==> config.mk <==
export PLATFORM = sky130hd
export DESIGN_NAME = ssr_status_log
export DESIGN_NICKNAME = d
export VERILOG_FILES = /design/src/core/ssr_status_log.v /design/src/core/ssr_page_word.v
export VERILOG_INCLUDE_DIRS = /design/src /design/src/core
export SDC_FILE = /design/constraint.sdc
export NUM_CORES = 1
export LEC_CHECK = 0
export BUFFER_PORTS_ARGS = -buffer_cell sky130_fd_sc_hd__buf_4
export CAP_MARGIN = 20
export CORE_MARGIN = 2
export CORE_UTILIZATION = 35
export DETAILED_ROUTE_END_ITERATION = 10
export GPL_TIMING_DRIVEN = 0
export REMOVE_ABC_BUFFERS = 1
export SLEW_MARGIN = 20
export SYNTH_ARGS = -nofsm -noshare
export SYNTH_HDL_FRONTEND = slang
export SYNTH_SLANG_ARGS = --single-unit
==> constraint.sdc <==
create_clock -name clk_sys -period 3.5 [get_ports clk_sys]
set_clock_uncertainty 0.1 [all_clocks]
set_input_delay 0 -clock clk_sys [delete_from_list [all_inputs] [get_ports clk_sys]]
set_output_delay 0 -clock clk_sys [all_outputs]
set_load 0.02 [all_outputs]
==> src/core/ssr_map.vh <==
// Behaviour
// - taskfile status shows only accept or reject of a long command, never its outcome.
// - status information lives in log page e0 and is returned on each read.
// - status read accepted any idle time; no power change, no abort of background work.
// - bytes 1:0 hold format version 0003.
// - bytes 5:4 hold spec level 0001; bytes 3:2 hold a vendor version.
// - flag bit 0 set after fill of all sectors without error; bits 1-31 zero.
// - segment flag cleared on any user sector write, cache or not.
// - segment flag cleared on capacity change by set-max or overlay.
// - segment flag survives power loss.
// - byte 10 gives activity: idle, standby, sleep, self-test, data collection, transport.
// - bytes 15:14 last completion status, ffff while running.
// - bytes 17:16 action code of last or running command.
// - bytes 19:18 function code of last or running command.
`ifndef SSR_MAP_VH
`define SSR_MAP_VH
// taskfile register addresses
`define SSR_TF_FEAT   3'h1
`define SSR_TF_CNT    3'h2
`define SSR_TF_LBALO  3'h3
`define SSR_TF_LBAMID 3'h4
`define SSR_TF_LBAHI  3'h5
`define SSR_TF_DEV    3'h6
`define SSR_TF_CMD    3'h7
`define SSR_DEV_BIT   4
`define SSR_DEV_NUM   1'b0
// command codes and signatures
`define SSR_CMD_SMART 8'hb0
`define SSR_CMD_RLOGX 8'h2f
`define SSR_SM_RDLOG  8'hd5
`define SSR_LOG_STAT  8'he0
`define SSR_SIG_LO    8'h4f
`define SSR_SIG_HI    8'hc2
`define SSR_ONE_SECT  8'h01
`define SSR_ZERO8     8'h00
// taskfile status and error values
`define SSR_ST_BUSY   8'h80
`define SSR_ST_READY  8'h40
`define SSR_ST_DRQ    8'h48
`define SSR_ST_ERR    8'h41
`define SSR_ERR_ABRT  8'h04
// page content
`define SSR_FMT_VER   16'h0003
`define SSR_SPEC_LVL  16'h0001
`define SSR_EXT_BUSY  16'hffff
`define SSR_VER_RST   16'h0000
`define SSR_W_FMT     8'h00
`define SSR_W_VER     8'h01
`define SSR_W_SPEC    8'h02
`define SSR_W_FLAGLO  8'h03
`define SSR_W_ACT     8'h05
`define SSR_W_EXT     8'h07
`define SSR_W_ACODE   8'h08
`define SSR_W_FCODE   8'h09
`define SSR_PAGE_WDS  9'h100
// activity codes
`define SSR_DS_IDLE   8'h00
`define SSR_DS_STBY   8'h01
`define SSR_DS_SLEEP  8'h02
`define SSR_DS_DST    8'h03
`define SSR_DS_ODC    8'h04
`define SSR_DS_SCT    8'h05
`define SSR_PW_STBY   2'h1
`define SSR_PW_SLEEP  2'h2
// software register map and interrupt bits
`define SSR_RA_ISTAT  4'h0
`define SSR_RA_IMASK  4'h1
`define SSR_RA_VER    4'h2
`define SSR_RA_STATE  4'h3
`define SSR_NIRQ      4
`define SSR_IRQ_SERV  0
`define SSR_IRQ_DONE  1
`define SSR_IRQ_CLR   2
`define SSR_IRQ_ABRT  3
`endif

==> src/core/ssr_status_log.v <==
`include "ssr_map.vh"
// status log page responder, sits behind the taskfile
module ssr_status_log (
  input  wire        clk_sys,
  input  wire        resetn,
  input  wire        tf_we,
  input  wire [2:0]  tf_addr,
  input  wire [7:0]  tf_wdata,
  output reg  [7:0]  tf_status,
  output reg  [7:0]  tf_error,
  output reg  [15:0] rd_word,
  output reg         rd_valid,
  input  wire        rd_ready,
  output reg         cmd_fwd,
  output reg  [7:0]  cmd_fwd_code,
  input  wire        fwd_done,
  input  wire        fwd_err,
  input  wire [1:0]  pwr_state,
  input  wire        dst_busy,
  input  wire        odc_busy,
  input  wire        sct_start,
  input  wire [15:0] sct_action,
  input  wire [15:0] sct_func,
  input  wire        sct_done,
  input  wire [15:0] sct_ext,
  input  wire        lba_write,
  input  wire        cap_change,
  input  wire        fill_all_ok,
  input  wire        nv_flag_in,
  output reg         nv_flag_we,
  output reg         nv_flag_out,
  input  wire [3:0]  reg_addr,
  input  wire [31:0] reg_wdata,
  input  wire        reg_we,
  input  wire        reg_re,
  output reg  [31:0] reg_rdata,
  output reg         irq
);

  localparam ST_IDLE = 2'h0;
  localparam ST_FWD  = 2'h1;
  localparam ST_XFER = 2'h2;

  reg  [1:0]  st_r;
  reg  [7:0]  feat_r;
  reg  [7:0]  cnt_r;
  reg  [7:0]  cnt_prev_r;
  reg  [7:0]  lbalo_r;
  reg  [7:0]  mid_r;
  reg  [7:0]  mid_prev_r;
  reg  [7:0]  hi_r;
  reg  [7:0]  dev_r;
  reg  [7:0]  idx_r;
  reg  [8:0]  nwd_r;
  reg         loaded_r;
  reg         seg_r;
  reg  [15:0] ver_r;
  reg  [15:0] ext_r;
  reg  [15:0] act_r;
  reg  [15:0] fnc_r;
  reg  [`SSR_NIRQ-1:0] ist_r;
  reg  [`SSR_NIRQ-1:0] imask_r;
  reg  [`SSR_NIRQ-1:0] ev_nxt;
  reg  [`SSR_NIRQ-1:0] ist_nxt;
  reg  [7:0]  drv_nxt;
  reg         seg_nxt;
  reg         serve_ev;
  reg         abrt_ev;
  reg         clr_ev;
  wire [15:0] pg_word;
  wire        cmd_wr;
  wire        ours;
  wire        is_smart;
  wire        is_logx;
  wire        smart_ok;
  wire        logx_ok;
  wire        sct_busy;
  wire        take;

  // a command write aimed at this drive
  assign cmd_wr = tf_we & (tf_addr == `SSR_TF_CMD);
  assign ours   = (dev_r[`SSR_DEV_BIT] == `SSR_DEV_NUM);

  // smart route opcode and log address
  assign is_smart = (tf_wdata == `SSR_CMD_SMART) &
                    (feat_r == `SSR_SM_RDLOG) &
                    (lbalo_r == `SSR_LOG_STAT);
  assign smart_ok = (cnt_r == `SSR_ONE_SECT) &
                    (mid_r == `SSR_SIG_LO) &
                    (hi_r == `SSR_SIG_HI);

  // extended log route opcode and address
  assign is_logx = (tf_wdata == `SSR_CMD_RLOGX) &
                   (lbalo_r == `SSR_LOG_STAT);
  // 16-bit count of one, zero mid
  assign logx_ok = (cnt_r == `SSR_ONE_SECT) &
                   (cnt_prev_r == `SSR_ZERO8) &
                   (mid_r == `SSR_ZERO8) &
                   (mid_prev_r == `SSR_ZERO8);

  assign sct_busy = (ext_r == `SSR_EXT_BUSY);
  assign take     = ~rd_valid | rd_ready;

  // page word generator
  ssr_page_word u_page (
    .idx      (idx_r),
    .ver      (ver_r),
    .seg_flag (seg_r),
    .drv_stat (drv_nxt),
    .ext_stat (ext_r),
    .act_code (act_r),
    .fnc_code (fnc_r),
    .word     (pg_word)
  );

  // drive activity, background work before power state
  always @* begin
    drv_nxt = `SSR_DS_IDLE;
    if (sct_busy) begin
      drv_nxt = `SSR_DS_SCT;
    end else if (odc_busy) begin
      drv_nxt = `SSR_DS_ODC;
    end else if (dst_busy) begin
      drv_nxt = `SSR_DS_DST;
    end else if (pwr_state == `SSR_PW_SLEEP) begin
      drv_nxt = `SSR_DS_SLEEP;
    end else if (pwr_state == `SSR_PW_STBY) begin
      drv_nxt = `SSR_DS_STBY;
    end
  end

  // segment flag next value; a later write cancels a fill
  always @* begin
    seg_nxt = seg_r;
    clr_ev  = 1'b0;
    if (fill_all_ok) begin
      seg_nxt = 1'b1;
    end
    if (lba_write | cap_change) begin
      seg_nxt = 1'b0;
      clr_ev  = seg_r | fill_all_ok;
    end
  end

  // shadow taskfile registers, previous bytes for 48-bit use
  always @(posedge clk_sys or negedge resetn) begin
    if (!resetn) begin
      feat_r     <= 8'h00;
      cnt_r      <= 8'h00;
      cnt_prev_r <= 8'h00;
      lbalo_r    <= 8'h00;
      mid_r      <= 8'h00;
      mid_prev_r <= 8'h00;
      hi_r       <= 8'h00;
      dev_r      <= 8'h00;
    end else if (tf_we && st_r == ST_IDLE) begin
      case (tf_addr)
        `SSR_TF_FEAT:   feat_r <= tf_wdata;
        `SSR_TF_CNT: begin
          cnt_prev_r <= cnt_r;
          cnt_r      <= tf_wdata;
        end
        `SSR_TF_LBALO:  lbalo_r <= tf_wdata;
        `SSR_TF_LBAMID: begin
          mid_prev_r <= mid_r;
          mid_r      <= tf_wdata;
        end
        `SSR_TF_LBAHI:  hi_r <= tf_wdata;
        `SSR_TF_DEV:    dev_r <= tf_wdata;
        default:        feat_r <= feat_r;
      endcase
    end
  end

  // command sequencer: forward, abort, or stream the page
  always @(posedge clk_sys or negedge resetn) begin
    if (!resetn) begin
      st_r         <= ST_IDLE;
      tf_status    <= `SSR_ST_BUSY;
      tf_error     <= 8'h00;
      rd_word      <= 16'h0000;
      rd_valid     <= 1'b0;
      cmd_fwd      <= 1'b0;
      cmd_fwd_code <= 8'h00;
      idx_r        <= 8'h00;
      nwd_r        <= 9'h000;
      serve_ev     <= 1'b0;
      abrt_ev      <= 1'b0;
    end else begin
      cmd_fwd  <= 1'b0;
      serve_ev <= 1'b0;
      abrt_ev  <= 1'b0;
      case (st_r)
        ST_IDLE: begin
          // ready only once the saved flag is restored
          if (!loaded_r) begin
            tf_status <= `SSR_ST_BUSY;
          end else if (tf_status == `SSR_ST_BUSY) begin
            tf_status <= `SSR_ST_READY;
          end else if (cmd_wr && ours) begin
            tf_error <= 8'h00;
            // no power or abort side effects
            if ((is_smart && smart_ok) || (is_logx && logx_ok)) begin
              st_r      <= ST_XFER;
              tf_status <= `SSR_ST_DRQ;
              idx_r     <= 8'h00;
              nwd_r     <= 9'h000;
            end else if (is_smart || is_logx) begin
              tf_status <= `SSR_ST_ERR;
              tf_error  <= `SSR_ERR_ABRT;
              abrt_ev   <= 1'b1;
            end else begin
              st_r         <= ST_FWD;
              tf_status    <= `SSR_ST_BUSY;
              cmd_fwd      <= 1'b1;
              cmd_fwd_code <= tf_wdata;
            end
          end
        end
        ST_FWD: begin
          if (fwd_done) begin
            st_r <= ST_IDLE;
            if (fwd_err) begin
              tf_status <= `SSR_ST_ERR;
              tf_error  <= `SSR_ERR_ABRT;
              abrt_ev   <= 1'b1;
            end else begin
              tf_status <= `SSR_ST_READY;
            end
          end
        end
        ST_XFER: begin
          if (take) begin
            if (nwd_r != `SSR_PAGE_WDS) begin
              rd_word  <= pg_word;
              rd_valid <= 1'b1;
              idx_r    <= idx_r + 8'h01;
              nwd_r    <= nwd_r + 9'h001;
            end else begin
              rd_valid  <= 1'b0;
              st_r      <= ST_IDLE;
              tf_status <= `SSR_ST_READY;
              serve_ev  <= 1'b1;
            end
          end
        end
        default: begin
          st_r      <= ST_IDLE;
          rd_valid  <= 1'b0;
          tf_status <= `SSR_ST_READY;
        end
      endcase
    end
  end

  // flag restored from storage after reset release
  always @(posedge clk_sys or negedge resetn) begin
    if (!resetn) begin
      loaded_r    <= 1'b0;
      seg_r       <= 1'b0;
      nv_flag_we  <= 1'b0;
      nv_flag_out <= 1'b0;
    end else if (!loaded_r) begin
      loaded_r    <= 1'b1;
      seg_r       <= nv_flag_in;
      nv_flag_out <= nv_flag_in;
      nv_flag_we  <= 1'b0;
    end else begin
      seg_r       <= seg_nxt;
      nv_flag_we  <= (seg_nxt != seg_r);
      nv_flag_out <= seg_nxt;
    end
  end

  // last transport command bookkeeping
  always @(posedge clk_sys or negedge resetn) begin
    if (!resetn) begin
      ext_r <= 16'h0000;
      act_r <= 16'h0000;
      fnc_r <= 16'h0000;
    end else if (sct_start) begin
      ext_r <= `SSR_EXT_BUSY;
      act_r <= sct_action;
      fnc_r <= sct_func;
    end else if (sct_done && sct_busy) begin
      ext_r <= sct_ext;
    end
  end

  // sticky events, set wins over a write-one clear
  always @* begin
    ev_nxt = {`SSR_NIRQ{1'b0}};
    ev_nxt[`SSR_IRQ_SERV] = serve_ev;
    ev_nxt[`SSR_IRQ_DONE] = sct_done & sct_busy & ~sct_start;
    ev_nxt[`SSR_IRQ_CLR]  = clr_ev & loaded_r;
    ev_nxt[`SSR_IRQ_ABRT] = abrt_ev;
    ist_nxt = ist_r;
    if (reg_we && reg_addr == `SSR_RA_ISTAT) begin
      ist_nxt = ist_r & ~reg_wdata[`SSR_NIRQ-1:0];
    end
    ist_nxt = ist_nxt | ev_nxt;
  end

  // software registers and interrupt line
  always @(posedge clk_sys or negedge resetn) begin
    if (!resetn) begin
      ist_r     <= {`SSR_NIRQ{1'b0}};
      imask_r   <= {`SSR_NIRQ{1'b0}};
      ver_r     <= `SSR_VER_RST;
      reg_rdata <= 32'h00000000;
      irq       <= 1'b0;
    end else begin
      ist_r <= ist_nxt;
      irq   <= |(ist_nxt & imask_r);
      if (reg_we && reg_addr == `SSR_RA_IMASK) begin
        imask_r <= reg_wdata[`SSR_NIRQ-1:0];
      end
      if (reg_we && reg_addr == `SSR_RA_VER) begin
        ver_r <= reg_wdata[15:0];
      end
      reg_rdata <= 32'h00000000;
      if (reg_re) begin
        case (reg_addr)
          `SSR_RA_ISTAT: reg_rdata <= {28'h0000000, ist_r};
          `SSR_RA_IMASK: reg_rdata <= {28'h0000000, imask_r};
          `SSR_RA_VER:   reg_rdata <= {16'h0000, ver_r};
          `SSR_RA_STATE: reg_rdata <= {ext_r, drv_nxt, 4'h0, st_r, sct_busy, seg_r};
          default:       reg_rdata <= 32'h00000000;
        endcase
      end
    end
  end

endmodule

==> src/core/ssr_page_word.v <==
`include "ssr_map.vh"
// one 16-bit word of the status sector, picked by its index
module ssr_page_word (
  input  wire [7:0]  idx,
  input  wire [15:0] ver,
  input  wire        seg_flag,
  input  wire [7:0]  drv_stat,
  input  wire [15:0] ext_stat,
  input  wire [15:0] act_code,
  input  wire [15:0] fnc_code,
  output reg  [15:0] word
);

  // even byte sits in the low half of each word
  always @* begin
    word = 16'h0000;
    case (idx)
      `SSR_W_FMT:    word = `SSR_FMT_VER;
      `SSR_W_VER:    word = ver;
      `SSR_W_SPEC:   word = `SSR_SPEC_LVL;
      `SSR_W_FLAGLO: word = {15'h0, seg_flag};
      `SSR_W_ACT:    word = {8'h00, drv_stat};
      `SSR_W_EXT:    word = ext_stat;
      `SSR_W_ACODE:  word = act_code;
      `SSR_W_FCODE:  word = fnc_code;
      default:       word = 16'h0000;
    endcase
  end

endmodule

==> key figures <==
STA
  • Slew HR: 0.360
  • RSZ-0062 raised after global routing: no
  • Hold Violations, Final: 4
  • Slew @ Worst Pin: 951 ps
  • Period utilization: 0.858
  • Slew Viols, Final: 0
  • # setup viols final: 0
  • Peak Freq: 333 MHz
  • Minimum clock period: 3000 ps
  • Post-Route Setup TNS: 0 ps
  • Final hold slack: -29.2 ps

Clock tree
  • CTS tree: built
  • CTS buffer count: 25
  • CTS max path bufs: 3
  • Postcts setup bufs: 0
  • Clock latency on the worst-skew pair: 520 ps
  • CTS resizes: 0
  • Root Buffer: clkbuf_16
  • H-tree Lvls: 1
  • Reg clk slew, reported paths: 60 ps
  • Sink Count: 217
  • # hold bufs at CTS: 140

Synth
  • Synthesized area per cell: 12.2 sq um
  • Async SR Flop Fraction: 1.00
  • Cell area after synthesis: 0.00948 sq mm
  • Post-Synthesis Cells: 780
  • Post-synth top flop: dfrtp_1
  • Post-synth EDFFs: 0
  • Number of storage elements in the synthesis netlist: 217
  • Yosys cell types: 60
  • Register area share after synthesis: 0.573
  • Synthesis warning total: 0

Global route
  • Vias in the first global route: 7420
  • Global Route Usage Sum: 0.178
  • Pin count of the biggest net entering global routing: 92
  • Grt total ovfl: 0
  • First-pass GRT wire length: 40.3 mm
  • Initial antenna violation count: 3

Job
  • Maxcap violations: 0

Power and ir drop
  • Pwr dens: 593 mW/mm^2
  • Net Switching: 2390 uW
  • Clock Power Share: 0.340
  • Pint: 5500 uW
  • Combinational power share: 0.233
  • Seq pwr share: 0.427
  • Switching share of power: 0.303
  • P_leak: 0.00616 uW
  • Worst-case vdd ir drop: 0.000396 V

Cells and area
  • Commonest non-fill, non-tap cell in the layout: dfrtp_1
  • Final #Nets: 1198
  • Layout area overhead: 40.5%
  • Share of cells above drive strength 1: 0.325
  • Filler Cell Count: 2350
  • Commonest non-fill, non-tap cells in the layout: 215 x dfrtp_1, 163 x buf_4, 139 x dlygate4sd3_1, 117 x mux2_2, 71 x nand2_1

Floorplan
  • Initial Util: 0.354
  • Die area: 0.0284 sq mm
  • Num rows: 60
  • Core ar.: 0.0268 sq mm
  • Die X: 169 um
  • I/O pins: 190
  • Die H: 169 um

Detailed routing
  • Antenna-violating nets left: 0
  • Via count: 7181
  • Drt pass-1 iters: 4
  • Initial DRC Count: 488
  • Routed WL per cell: 17.5 um
  • Vias per inst: 4.98
  • # DRC: 0
  • Drt total wl: 25.2 mm

Status
  • Violated checks: negative hold slack
  • Status: complete, but fails checks

Hold path
  • Worst hold path class: in2reg

Critical path
  • Crit end category: flop
  • Arrival time worst endpoint: 3270 ps
  • Critical Path RT: 3770 ps
  • CP Launch Type: flop
  • Worst Path Class, Setup: reg2reg
  • Worst-path maximum fanout: 18

Placement
  • Port Buffer Count: 162
  • Post-DP HPWL: 16.9 mm
  • Gpl congestion: 0.788
worst paths after layout:
path	startpoint	to	slack, ps	cells after the start
max	hi_r[3]$_DFFE_PN0P_	nwd_r[3]$_DFFE_PN0P_	500	5
min	reg_we	ver_r[0]$_DFFE_PN0P_	-30	3
max reg2reg	hi_r[3]$_DFFE_PN0P_	nwd_r[3]$_DFFE_PN0P_	500	5
min reg2reg	abrt_ev$_DFF_PN0_	ist_r[3]$_DFF_PN0_	360	1
max in group asynchronous	resetn	tf_status[7]$_DFFE_PN1P_	2330	4
min in group asynchronous	resetn	ver_r[15]$_DFFE_PN0P_	510	4
cell usage after synthesis, types with 10 or more instances:
| master | number | area share |
|---|---|---|
| inv_1 | 13 | 0.0051 |
| mux2i_1 | 16 | 0.017 |
| clkbuf_1 | 31 | 0.012 |
| nor2_1 | 28 | 0.011 |
| nand2_1 | 71 | 0.028 |
| and2_1 | 27 | 0.018 |
| buf_4 | 11 | 0.0087 |
| nand4_1 | 12 | 0.0079 |
| a21oi_1 | 10 | 0.0053 |
| a221oi_1 | 14 | 0.013 |
| nand3_1 | 15 | 0.0079 |
| o21ai_2 | 10 | 0.0092 |
| nor3_1 | 15 | 0.0079 |
| a31oi_1 | 11 | 0.0073 |
| o21ai_0 | 44 | 0.023 |
| dfrtp_1 | 216 | 0.57 |
| mux2_2 | 117 | 0.14 |
critical path: stages, from the launching register on:
cell	delay (ps)
dfrtp_1	370
or4b_1	530
or4_1	530
or4_4	540
a21oi_4	590
o21ai_0	190
power by group through the flow:
| stage | clock [uW] | combinational, uW | sequential [uW] |
|---|---|---|---|
| floorplan | 0 | 1090 | 3320 |
| global placement | 0 | 1620 | 3400 |
| detailed placement | 0 | 1660 | 3410 |
| CTS | 2740 | 1840 | 3370 |
| global route | 2860 | 2040 | 3440 |
| finish | 2680 | 1840 | 3370 |
stage by stage:
stage	area (sq um)	utilization	setup slack [ps]	power, uW	instances
3_3_place_gp	10900	0.408	17.6	5020	1248
6_report	13300	0.497	497	7890	1441
5_1_grt	13300	0.497	314	8340	1440
3_5_place_dp	11000	0.411	463	5070	1252
2_1_floorplan	9290	-	806	4410	745
4_1_cts	13300	0.496	449	7950	1438
metal layers:
metal / vias up / global-route usage / wire length [um]
met1: 3570 / 0.240 / 11300
met5: - / 0 / 13
li1: 3413 / - / -
met2: 155 / 0.302 / 12300
met3: 41 / 0.0241 / 950
met4: 2 / 0.0528 / 617
sequential cells by signal (all words and copies together), names as in the netlist, 8 cells and up:
name          count
idx_r             8
reg_rdata        32
cnt_r             8
mid_prev_r        8
hi_r              8
ver_r            16
mid_r             8
feat_r            8
act_r            16
nwd_r             9
ext_r            16
cmd_fwd_code      8
fnc_r            16
rd_word          16
cnt_prev_r        8
lbalo_r           8
cells by family (layout without fill, tap and decap cells):
| logic type | Yosys count | in the layout | share of synthesized area |
|---|---|---|---|
| and+or+nand+nor | 230 | 230 | 0.129 |
| DFF | 217 | 217 | 0.573 |
| adders and majority gates | 6 | 6 | 0.00792 |
| buffers and inverters | 59 | 367 | 0.0296 |
| AOI/OAI and AO/OA | 129 | 129 | 0.0941 |
| other | 2 | 14 | 0.000792 |
| muxes | 137 | 137 | 0.165 |
final cells by class:
cell class	instances	area (sq um)	area share
Sequential cell	217	5430	0.408
Clock inverter	11	145	0.0109
Timing Repair Buffer	307	2720	0.205
Antenna cell	2	5.00	0.000376
Tap cell	341	427	0.0320
Clock buffer	35	713	0.0536
Multi-Input combinational cell	514	3810	0.287
Inverter	14	52.6	0.00395
Note: power is estimated with default switching activity, not from simulation.
